**config.mk**
```make
export PLATFORM = sky130hd
export DESIGN_NAME = bcs_charge_sequencer
export DESIGN_NICKNAME = d
export VERILOG_FILES = /design/src/hw/bcs_pkg.sv /design/src/hw/bcs_dwell_timer.sv /design/src/hw/bcs_status_pwm.sv /design/src/hw/bcs_charge_sequencer.sv
export VERILOG_INCLUDE_DIRS = /design/src /design/src/hw
export SDC_FILE = /design/constraint.sdc
export NUM_CORES = 1
export LEC_CHECK = 0
export BUFFER_PORTS_ARGS = -buffer_cell sky130_fd_sc_hd__clkbuf_2
export CORE_ASPECT_RATIO = 1.2
export CORE_MARGIN = 1
export CORE_UTILIZATION = 55
export CTS_BUF_LIST = sky130_fd_sc_hd__clkbuf_8
export DETAILED_ROUTE_END_ITERATION = 8
export PLACE_DENSITY = 0.71
export SKIP_LAST_GASP = 1
export SYNTH_ARGS = -nofsm -noshare
export SYNTH_HDL_FRONTEND = slang
export SYNTH_SLANG_ARGS = --single-unit
```
**constraint.sdc**
```tcl
create_clock -name clk_in -period 3.01 [get_ports clk_in]
set_input_delay 0.1505 -clock clk_in [delete_from_list [all_inputs] [get_ports clk_in]]
set_output_delay 0.1505 -clock clk_in [all_outputs]
set_load 0.005 [all_outputs]
```
**src/hw/bcs_defs.svh**
```systemverilog
`ifndef BCS_DEFS_SVH
`define BCS_DEFS_SVH

// system clock rate in hertz
`define BCS_CLK_HZ 125000000

// times and rates in their own units
`define BCS_TRKL_TIMEOUT_S 1800
`define BCS_SAFETY_S 14400
`define BCS_DEGLITCH_US 1300
`define BCS_PWM_HZ 35000
`define BCS_BLINK_NTC_MHZ 1500
`define BCS_BLINK_BAD_MHZ 6100

// pin-low time in sixteenths of a 35 kHz period
`define BCS_DUTY_NTC_LO 4'h1
`define BCS_DUTY_NTC_HI 4'hf
`define BCS_DUTY_BAD_LO 4'h2
`define BCS_DUTY_BAD_HI 4'he

// counter widths
`define BCS_TIMER_W 42
`define BCS_DEGLITCH_W 18
`define BCS_PWM_W 12
`define BCS_BLINK_W 26

`endif

```
**src/hw/bcs_pkg.sv**
```systemverilog
package bcs_pkg;

	typedef enum logic [2:0] {
		BCS_IDLE,
		BCS_TRICKLE,
		BCS_CC,
		BCS_CV,
		BCS_DONE,
		BCS_BAD
	} bcs_state_t;

	typedef enum logic [1:0] {
		BCS_ST_CHARGING,
		BCS_ST_RELEASED,
		BCS_ST_NTC,
		BCS_ST_BAD
	} bcs_status_t;

	// comparator levels from the analog side
	typedef struct packed {
		logic below_trickle;
		logic at_float;
		logic below_recharge;
		logic current_tenth;
		logic input_limited;
		logic vbus_ok;
		logic temp_fault;
	} bcs_sense_t;

	// commands to the analog charge loops
	typedef struct packed {
		logic charge_on;
		logic trickle_current;
		logic voltage_mode;
	} bcs_drive_t;

endpackage

```
**src/hw/bcs_dwell_timer.sv**
```systemverilog
`timescale 1ns/10ps
module bcs_dwell_timer #(
	parameter int              W     = 18,
	parameter logic [W-1:0]    LIMIT = '1
) (
	// clock and reset
	input  wire logic          clk_in,
	input  wire logic          rst_in,
	// control
	input  wire logic          clear_in,
	input  wire logic          run_in,
	// state
	output logic [W-1:0]       count_out,
	output logic               expired_out,
	output logic               hit_out
);

	// saturates at the limit so the hit fires once per run
	always_ff @(posedge clk_in) begin
		if (rst_in || clear_in) begin
			count_out <= '0;
		end else if (run_in && count_out != LIMIT) begin
			count_out <= count_out + 1'b1;
		end
	end

	always_ff @(posedge clk_in) begin
		if (rst_in || clear_in) begin
			hit_out     <= 1'b0;
			expired_out <= 1'b0;
		end else begin
			hit_out     <= run_in && (count_out == LIMIT - 1'b1);
			expired_out <= expired_out || (run_in && (count_out == LIMIT - 1'b1));
		end
	end

endmodule

```
**src/hw/bcs_status_pwm.sv**
```systemverilog
`timescale 1ns/10ps
`include "bcs_defs.svh"
module bcs_status_pwm #(
	parameter logic [`BCS_PWM_W-1:0]   PERIOD   = 12'(`BCS_CLK_HZ / `BCS_PWM_HZ),
	parameter logic [`BCS_BLINK_W-1:0] NTC_HALF = 26'h27bc86a,
	parameter logic [`BCS_BLINK_W-1:0] BAD_HALF = 26'h9c580d
) (
	// clock and reset
	input  wire logic                  clk_in,
	input  wire logic                  rst_in,
	// indication to show
	input  wire bcs_pkg::bcs_status_t  mode_in,
	// open-drain enable, high pulls the pin low
	output logic                       drive_low_out
);

	logic [`BCS_PWM_W-1:0]   pwm_count;
	logic [`BCS_BLINK_W-1:0] blink_count;
	logic                    blink_high;
	logic [`BCS_BLINK_W-1:0] blink_half;
	logic [3:0]              duty;
	logic [15:0]             low_product;

	assign blink_half  = (mode_in == bcs_pkg::BCS_ST_NTC) ? NTC_HALF : BAD_HALF;
	assign duty        = (mode_in == bcs_pkg::BCS_ST_NTC) ?
		(blink_high ? `BCS_DUTY_NTC_HI : `BCS_DUTY_NTC_LO) :
		(blink_high ? `BCS_DUTY_BAD_HI : `BCS_DUTY_BAD_LO);
	assign low_product = 16'(PERIOD) * 16'(duty);

	always_ff @(posedge clk_in) begin
		if (rst_in || pwm_count == PERIOD - 1'b1) begin
			pwm_count <= '0;
		end else begin
			pwm_count <= pwm_count + 1'b1;
		end
	end

	// equal dim and bright halves of each blink
	always_ff @(posedge clk_in) begin
		if (rst_in) begin
			blink_count <= '0;
			blink_high  <= 1'b0;
		end else if (blink_count >= blink_half - 1'b1) begin
			blink_count <= '0;
			blink_high  <= !blink_high;
		end else begin
			blink_count <= blink_count + 1'b1;
		end
	end

	always_ff @(posedge clk_in) begin
		if (rst_in) begin
			drive_low_out <= 1'b0;
		end else begin
			unique case (mode_in)
				bcs_pkg::BCS_ST_CHARGING: drive_low_out <= 1'b1;
				bcs_pkg::BCS_ST_RELEASED: drive_low_out <= 1'b0;
				bcs_pkg::BCS_ST_NTC,
				bcs_pkg::BCS_ST_BAD:      drive_low_out <= pwm_count < low_product[15:4];
			endcase
		end
	end
endmodule

```
**src/hw/bcs_charge_sequencer.sv**
```systemverilog
`timescale 1ns/10ps
`include "bcs_defs.svh"
module bcs_charge_sequencer #(
	parameter logic [`BCS_TIMER_W-1:0]    TRKL_CYCLES     =
		42'(64'(`BCS_TRKL_TIMEOUT_S) * 64'(`BCS_CLK_HZ)),
	parameter logic [`BCS_TIMER_W-1:0]    SAFETY_CYCLES   =
		42'(64'(`BCS_SAFETY_S) * 64'(`BCS_CLK_HZ)),
	parameter logic [`BCS_DEGLITCH_W-1:0] DEGLITCH_CYCLES =
		18'((64'(`BCS_DEGLITCH_US) * 64'(`BCS_CLK_HZ) + 64'hf423f) / 64'hf4240),
	parameter logic [`BCS_BLINK_W-1:0]    NTC_BLINK_HALF  =
		26'((64'(`BCS_CLK_HZ) * 64'h3e8) / (64'h2 * 64'(`BCS_BLINK_NTC_MHZ))),
	parameter logic [`BCS_BLINK_W-1:0]    BAD_BLINK_HALF  =
		26'((64'(`BCS_CLK_HZ) * 64'h3e8) / (64'h2 * 64'(`BCS_BLINK_BAD_MHZ)))
) (
	// clock and reset
	input  wire logic                    clk_in,
	input  wire logic                    rst_in,
	// comparator levels from the pins
	input  wire bcs_pkg::bcs_sense_t     sense_in,
	// charger off request from the serial port logic
	input  wire logic                    charger_disable_in,
	// analog loop commands
	output bcs_pkg::bcs_drive_t          charger_drive_out,
	// sequencer state
	output bcs_pkg::bcs_state_t          charge_state_out,
	// open-drain status pin
	output logic                         charge_status_output_out,
	output logic                         charge_status_output_oe_out
);

	bcs_pkg::bcs_sense_t  sense_meta;
	bcs_pkg::bcs_sense_t  sense;
	bcs_pkg::bcs_state_t  state;
	bcs_pkg::bcs_state_t  next_state;
	bcs_pkg::bcs_state_t  start_state;
	bcs_pkg::bcs_status_t status_mode;

	logic                       charge_allowed;
	logic                       charging;
	logic                       trickle_expired;
	logic                       safety_expired;
	logic                       safety_clear;
	logic                       safety_run;
	logic                       recharge_hit;
	logic                       tenth_seen;
	logic [`BCS_TIMER_W-1:0]    safety_count;
	logic [`BCS_DEGLITCH_W-1:0] recharge_count;

	// comparator pins are asynchronous to clk_in
	always_ff @(posedge clk_in) begin
		if (rst_in) begin
			sense_meta <= '0;
			sense      <= '0;
		end else begin
			sense_meta <= sense_in;
			sense      <= sense_meta;
		end
	end

	// any lockout or disable ends the cycle
	assign charge_allowed = sense.vbus_ok && !charger_disable_in;
	assign charging       = (state == bcs_pkg::BCS_TRICKLE) ||
		(state == bcs_pkg::BCS_CC) || (state == bcs_pkg::BCS_CV);

	// deep discharge decided at cycle start
	assign start_state = sense.below_trickle ? bcs_pkg::BCS_TRICKLE : bcs_pkg::BCS_CC;

	always_comb begin
		next_state = state;
		if (!charge_allowed) begin
			next_state = bcs_pkg::BCS_IDLE;
		end else begin
			unique case (state)
				bcs_pkg::BCS_IDLE: begin
					next_state = start_state;
				end
				bcs_pkg::BCS_TRICKLE: begin
					if (trickle_expired) begin
						next_state = bcs_pkg::BCS_BAD;
					end else if (!sense.below_trickle) begin
						next_state = bcs_pkg::BCS_CC;
					end
				end
				bcs_pkg::BCS_CC: begin
					if (sense.at_float) begin
						next_state = bcs_pkg::BCS_CV;
					end
				end
				bcs_pkg::BCS_CV: begin
					if (safety_expired) begin
						next_state = bcs_pkg::BCS_DONE;
					end
				end
				bcs_pkg::BCS_DONE: begin
					if (recharge_hit) begin
						next_state = start_state;
					end
				end
				bcs_pkg::BCS_BAD: begin
					next_state = bcs_pkg::BCS_BAD;
				end
			endcase
		end
	end

	always_ff @(posedge clk_in) begin
		if (rst_in) begin
			state <= bcs_pkg::BCS_IDLE;
		end else begin
			state <= next_state;
		end
	end

	assign charge_state_out = state;

	// trickle timer keeps counting through a temperature pause
	bcs_dwell_timer #(
		.W     (`BCS_TIMER_W),
		.LIMIT (TRKL_CYCLES)
	) u_trickle_timer (
		.clk_in      (clk_in),
		.rst_in      (rst_in),
		.clear_in    (state != bcs_pkg::BCS_TRICKLE),
		.run_in      (state == bcs_pkg::BCS_TRICKLE),
		.count_out   (),
		.expired_out (trickle_expired),
		.hit_out     ()
	);

	// cleared outside float so it starts from zero on entry
	assign safety_clear = (state != bcs_pkg::BCS_CV) || recharge_hit;
	// frozen while temperature is out of range
	assign safety_run   = (state == bcs_pkg::BCS_CV) && !sense.temp_fault;

	bcs_dwell_timer #(
		.W     (`BCS_TIMER_W),
		.LIMIT (SAFETY_CYCLES)
	) u_safety_timer (
		.clk_in      (clk_in),
		.rst_in      (rst_in),
		.clear_in    (safety_clear),
		.run_in      (safety_run),
		.count_out   (safety_count),
		.expired_out (safety_expired),
		.hit_out     ()
	);

	// dip must last the whole deglitch window
	bcs_dwell_timer #(
		.W     (`BCS_DEGLITCH_W),
		.LIMIT (DEGLITCH_CYCLES)
	) u_recharge_filter (
		.clk_in      (clk_in),
		.rst_in      (rst_in),
		.clear_in    (!sense.below_recharge),
		.run_in      (sense.below_recharge),
		.count_out   (recharge_count),
		.expired_out (),
		.hit_out     (recharge_hit)
	);

	// completion latched once seen during float
	// not while the input is current limited
	always_ff @(posedge clk_in) begin
		if (rst_in || state != bcs_pkg::BCS_CV) begin
			tenth_seen <= 1'b0;
		end else if (sense.current_tenth && !sense.input_limited) begin
			tenth_seen <= 1'b1;
		end
	end

	always_ff @(posedge clk_in) begin
		if (rst_in) begin
			charger_drive_out <= '0;
		end else begin
			charger_drive_out.charge_on       <= charging && !sense.temp_fault;
			charger_drive_out.trickle_current <= state == bcs_pkg::BCS_TRICKLE;
			charger_drive_out.voltage_mode    <= state == bcs_pkg::BCS_CV;
		end
	end

	// fault indications win over charge status
	always_ff @(posedge clk_in) begin
		if (rst_in) begin
			status_mode <= bcs_pkg::BCS_ST_RELEASED;
		end else if (state == bcs_pkg::BCS_BAD) begin
			status_mode <= bcs_pkg::BCS_ST_BAD;
		end else if (charging && sense.temp_fault) begin
			status_mode <= bcs_pkg::BCS_ST_NTC;
		end else if (charging && !tenth_seen) begin
			status_mode <= bcs_pkg::BCS_ST_CHARGING;
		end else begin
			status_mode <= bcs_pkg::BCS_ST_RELEASED;
		end
	end

	bcs_status_pwm #(
		.NTC_HALF (NTC_BLINK_HALF),
		.BAD_HALF (BAD_BLINK_HALF)
	) u_status_pwm (
		.clk_in        (clk_in),
		.rst_in        (rst_in),
		.mode_in       (status_mode),
		.drive_low_out (charge_status_output_oe_out)
	);

	// pin only ever pulls low
	assign charge_status_output_out = 1'b0;
endmodule

```
Word level (Yosys, flattened, before mapping). Cells that the tools add are included.

Flip-flop bits (word level): 168. Bits in latches: 0. Bits in writable memories: 0. ROM bits: 0. Input bits: 10. Output and inout port bits: 8. Word-level logic and storage cells: 112. Memories: 0.

$add $sub $neg: 6. Multipliers: 1. Div/mod/pow operators: 0. Order comparisons: 2. Equal/unequal tests: 21. Shift operators: 0. Mux-type cells: 15. Bitwise gates (word level): 1. Reductions and logical operators: 35.

Operators with widths (number): adder 42 x 1 -> 42 bit, second input constant (2); == test 42 x 38 -> 1 bit, second input constant (1); == test 42 x 41 -> 1 bit, second input constant (1); != test 42 x 38 -> 1 bit, second input constant (1); != test 42 x 41 -> 1 bit, second input constant (1); adder 26 x 1 -> 26 bit, second input constant (1); >= comparator 26 bit (1); 2-to-1 mux 26 bit (1); subtractor 26 x 1 -> 26 bit, second input constant (1); adder 18 x 1 -> 18 bit, second input constant (1); == test 18 bit, second input constant (1); != test 18 bit, second input constant (1); case mux 3 bit (6 select lines) (1); multiplier 12 x 4 -> 16 bit, first input constant (1); 2-to-1 mux 3 bit (5); adder 12 x 1 -> 12 bit, second input constant (1); == test 12 bit, second input constant (1); logical AND 1 bit (12); < comparator 12 bit (1); 2-to-1 mux 4 bit (3); logical OR 1 bit (10); OR reduction 2 bit (4); == test 3 x 2 -> 1 bit, second input constant (2); == test 3 bit, second input constant (2); other kinds (16) (25).

Depth between registers and ports, before layout.
Depth after elaboration: 7. Mapped depth: 16.

Hierarchy. A second synthesis with hierarchy kept.

Cells, all modules: 1066. Area, all modules: 8998.6 um^2.

Modules (own cells, without submodules): bcs_status_pwm (times used 1, cells each 287, area each 2477.4 um^2, seq. area each 800.8 um^2); bcs_dwell_timer at u_trickle_timer (times used 1, cells each 300, area each 2387.3 um^2, seq. area each 880.8 um^2); bcs_dwell_timer at u_safety_timer (times used 1, cells each 275, area each 2299.7 um^2, seq. area each 880.8 um^2); bcs_dwell_timer at u_recharge_filter (times used 1, cells each 115, area each 979.7 um^2, seq. area each 400.4 um^2); bcs_charge_sequencer (times used 1, cells each 89, area each 854.6 um^2, seq. area each 460.4 um^2).

Least setup slack after synthesis. No wires, ideal clock.

Path kind: register to register. From: register status_mode[0]. To: register u_status_pwm.blink_count[10]. Data arrival time: 2.531 ns. Required time: 2.948 ns. Path slack: 0.417 ns. Cell stages (with the launch flop): 13. Path buffers: 3. Period minus slack after synthesis: 2.593 ns. Cells stage by stage: dfxtp_1 -> nand2b_1 -> buf_6 -> ha_1 -> or2_1 -> maj3_2 -> a21oi_2 -> o22ai_1 -> o311a_1 -> or3_1 -> buf_6 -> buf_12 -> nor2_4.

Cells in the longest elaborated chain, start to end: 5.

Ends and longest elaborated chain: start, declared (RTL line bcs_charge_sequencer.sv:36) `bcs_pkg::bcs_status_t status_mode;`; start signal, assigned (RTL line bcs_charge_sequencer.sv:185) `status_mode <= bcs_pkg::BCS_ST_RELEASED;`; start signal, assigned (RTL line bcs_charge_sequencer.sv:187) `status_mode <= bcs_pkg::BCS_ST_BAD;`; start signal, assigned (RTL line bcs_charge_sequencer.sv:189) `status_mode <= bcs_pkg::BCS_ST_NTC;`; == test 2 bit (RTL line bcs_status_pwm.sv:24) `assign blink_half = (mode_in == bcs_pkg::BCS_ST_NTC) ? NTC_HALF : BAD_HALF;`; 2-to-1 mux 26 bit (RTL line bcs_status_pwm.sv:24); subtractor 26 x 1 -> 26 bit (RTL line bcs_status_pwm.sv:43) `end else if (blink_count >= blink_half - 1'b1) begin`; >= comparator 26 bit (RTL line bcs_status_pwm.sv:43); OR reduction 2 bit (no source line); end signal, assigned (RTL line bcs_status_pwm.sv:47) `blink_count <= blink_count + 1'b1;`; end, declared (RTL line bcs_status_pwm.sv:18) `` logic [`BCS_BLINK_W-1:0] blink_count; ``.

No other way between the ends. A chain may end at the register's enable or synchronous reset.

Worst setup path after layout.
From: register status_mode[0]. To: register u_status_pwm.blink_count[25].

The elaborated chain is that of the path after synthesis.

==> reports/metrics.yaml <==
run_status:
  status: "finished clean"
logic_synthesis:
  yosys-top-cells-count: "dfxtp_1, nor2_1, xor2_1, nand2_1, nand3_1"
  ys_seq_area_share_pct: 41.6
  yosysTopAreaCell: "dfxtp_1"
  synth_area_per_cell_sq_um: 8.70
  ys_seq_elements: 168
  ys_top_cells_by_area: "dfxtp_1, xor2_1, nor2_1"
  synth.most_common_cell: "dfxtp_1"
  yosysWarnings: 0
  synth-edff-count: 0
  ys.flop_type: "dfxtp_1"
  synth-async-reset-ratio_pct: 0
  synth_top_area_share_pct: 41.6
  syn_inst: 928
  synth.cell_area_sq_mm: 0.00808
  synthDistinctLibCells: 60
clock_network:
  root_buffer: "clkbuf_8"
  clock_latency_ns: 0.45
  clk_pin_slew_ns: 0.08
  clockBufferDepth: 2
  cts_tree: "yes"
  post_cts_buffers: 0
  clock-sinks: 168
  cts_buffers: 17
  cts.htree.levels: 4
final_layout:
  nets: 996
  fillers: 1257
  n_antenna_cell: 0
  syn2layout_area_growth_pct: 8.97
  final_area_sq_mm: 0.00880
  drive_above_1_share_pct: 10.2
  layout.cells.non_filler: 1141
placement:
  io_buffers: 16
  hpwlAfterDp_microns: 10000
  place_inst: 1101
  postPlaceCellArea_sq_mm: 0.00830
  place.gp.congestion: 0.793
setup_path:
  critPathMaxStageDelay_ns: 0.49
  crit_path_max_fanout: 12
  critPathLaunch: "status_mode[0]$_SDFF_PP1_"
  start_kind: "flop"
  crit_required_ns: 3.40
  crit_path_cell_trace: "nand2b_2 > buf_4 > ha_1 > nand3_1 > nor3_1 > o2111ai_1 > o22ai_1 > o311a_1 > or3_2 > buf_4 > nor2_1"
  critPathSlowestCell: "or3_2"
  crit_path_end_kind: "flop"
  path_buf_inv: 2
  reg2reg_from: "status_mode[0]$_SDFF_PP1_"
  path_delay_family: "simple AND/OR/NAND/NOR gates"
  crit_type: "flop to flop"
  cp.arrival_ns: 3.21
  critical-path-top-cell-by-count: "buf_4"
timing:
  slew_violations: 0
  worst_slew_pin_slew_ns: 0.756
  maxSlewHeadroom_pct: 48.9
  finalHoldViolations: 0
  setup_viol: 0
  min_period_ns: 2.82
  timing.fmax_mhz: 355
  period_share_pct: 93.7
  rsz0062_at_grt: "no"
  whs_ns: 0.197
  clock_skew_ns: 0.0101
  fin_tns_setup_ns: 0
power_and_ir_drop:
  net-switching-power_uw: 882
  seqPwrFrac_pct: 56.6
  p_sw_share_pct: 22.2
  power.internal_mw: 3.09
  pwr_density_cell_mw_per_mm2: 451
  leakage_nw: 3.10
  clock_power_share_pct: 41.4
  ir_drop_mv: 0.327
  p_comb_share_pct: 2.0
global_route:
  grt_pass1_wl_microns: 25300
  antenna_found_initial: 0
  grt_max_degree: 45
  grt_pass1_vias: 5710
  gr-total-overflow: 0
  grt_usage_pct: 20.4
min_path:
  hp-start: "rst_in"
  hold_class: "primary input to flop"
drt:
  drtIter0Drc: 271
  wire_per_inst_microns: 12.6
  viasPerCell: 5.37
  vias: 6126
  dr.pass1.iters: 4
  finalWirelength_microns: 14400
  drtAntennaViolNets: 0
  drc: 0
die:
  coreArea_sq_mm: 0.0144
  start_util_pct: 56.3
  core.rowCount: 48
  io_pins: 18
  die_w_microns: 113
  dieArea_sq_mm: 0.0152
  die_h_microns: 135
flow_run:
  cap_violations: 0
==> repair_timing <==
item	in CTS	in global routing
gates resized for setup	0	2
endpoints found under the hold margin	10	0
hold buffers	8	0
setup endpoints to repair	0	26
==> final cells by class <==
cell class | instances | area [sq um] | area share (%)
flip-flops and latches | 168 | 3360 | 38.2
well taps | 175 | 219 | 2.49
repair buffers | 36 | 263 | 2.99
inverters | 24 | 92.6 | 1.05
clock buffers | 20 | 275 | 3.13
multi-input cells | 706 | 4450 | 50.5
clock inverters | 12 | 139 | 1.58
==> sequential cells by signal, indices dropped and copies added (netlist names), 2 cells and up <==
| name | flops |
|---|---|
| u_status_pwm.blink_count | 26 |
| sense_meta | 7 |
| status_mode | 2 |
| charger_drive_out | 3 |
| u_status_pwm.pwm_count | 12 |
| u_trickle_timer.count_out | 42 |
| u_safety_timer.count_out | 42 |
| sense | 7 |
| u_recharge_filter.count_out | 18 |
| charge_state_out | 3 |
==> placed cells by master, fill, tap and decap left out, types with 4 or more instances in the layout <==
master,instances
dlygate4sd3_1,8
and4_1,8
a31oi_1,5
nor2b_1,17
or2_2,5
nor2_1,148
and2_1,6
nand4_1,36
nand2b_1,8
or3_1,13
xnor2_1,35
nor2_4,17
nor3_1,24
dfxtp_1,168
nand3_1,48
o21ai_0,18
ha_1,33
clkbuf_2,16
a21oi_1,23
clkbuf_8,20
a211oi_1,4
xor2_1,84
nor4_1,16
inv_1,23
o22ai_1,4
and3_1,29
nor4b_1,6
nand2_1,71
buf_4,11
==> per-layer routing <==
metal	GRT usage [%]	up-vias	share of wire [%]
met4	7.85	0	1.2
met3	3.95	12	2.3
met5	0	-	0
met1	25.9	2821	49
met2	34.1	71	47
li1	-	3222	-
==> power by group through the flow <==
stage / combinational [mW] / clock, mW / sequential, mW
after floorplan: 0.0575 / 0 / 2.30
after global placement: 0.0692 / 0 / 2.30
after detailed placement: 0.0694 / 0 / 2.30
after CTS: 0.0778 / 1.68 / 2.25
after global routing: 0.0863 / 1.79 / 2.25
final: 0.0777 / 1.64 / 2.25
==> worst paths after layout <==
kind	end	cells after the start	slack [ns]
hold reg to reg	sense[2]$_SDFF_PP0_	1	0.44
hold / removal	sense_meta[6]$_SDFF_PP0_	2	0.20
setup / recovery	u_status_pwm.blink_count[25]$_SDFF_PP0_	11	0.19
setup reg to reg	u_status_pwm.blink_count[25]$_SDFF_PP0_	11	0.19
==> cells by family (layout without fill, tap and decap cells) <==
| family | Yosys count | after routing | synth area share, % |
|---|---|---|---|
| compound gates | 73 | 73 | 5.45 |
| xor+xnor | 119 | 119 | 12.9 |
| fa+ha+maj | 35 | 35 | 5.38 |
| buf+inv | 55 | 92 | 3.36 |
| flops | 168 | 168 | 41.6 |
| mux | 2 | 2 | 0.248 |
| other cells | 1 | 2 | 0.0464 |
| simple gates | 475 | 475 | 31.0 |
==> per-stage QoR <==
stage / setup slack (ns) / utilization [%] / power [mW]
4_1_cts: 0.181 / 61.3 / 4.01
2_1_floorplan: 0.417 / - / 2.36
3_5_place_dp: 0.201 / 57.8 / 2.37
5_1_grt: 0.0343 / 61.3 / 4.13
3_3_place_gp: 0.289 / 57.8 / 2.37
6_report: 0.190 / 61.3 / 3.97
Power figures use the tool's default switching activity.
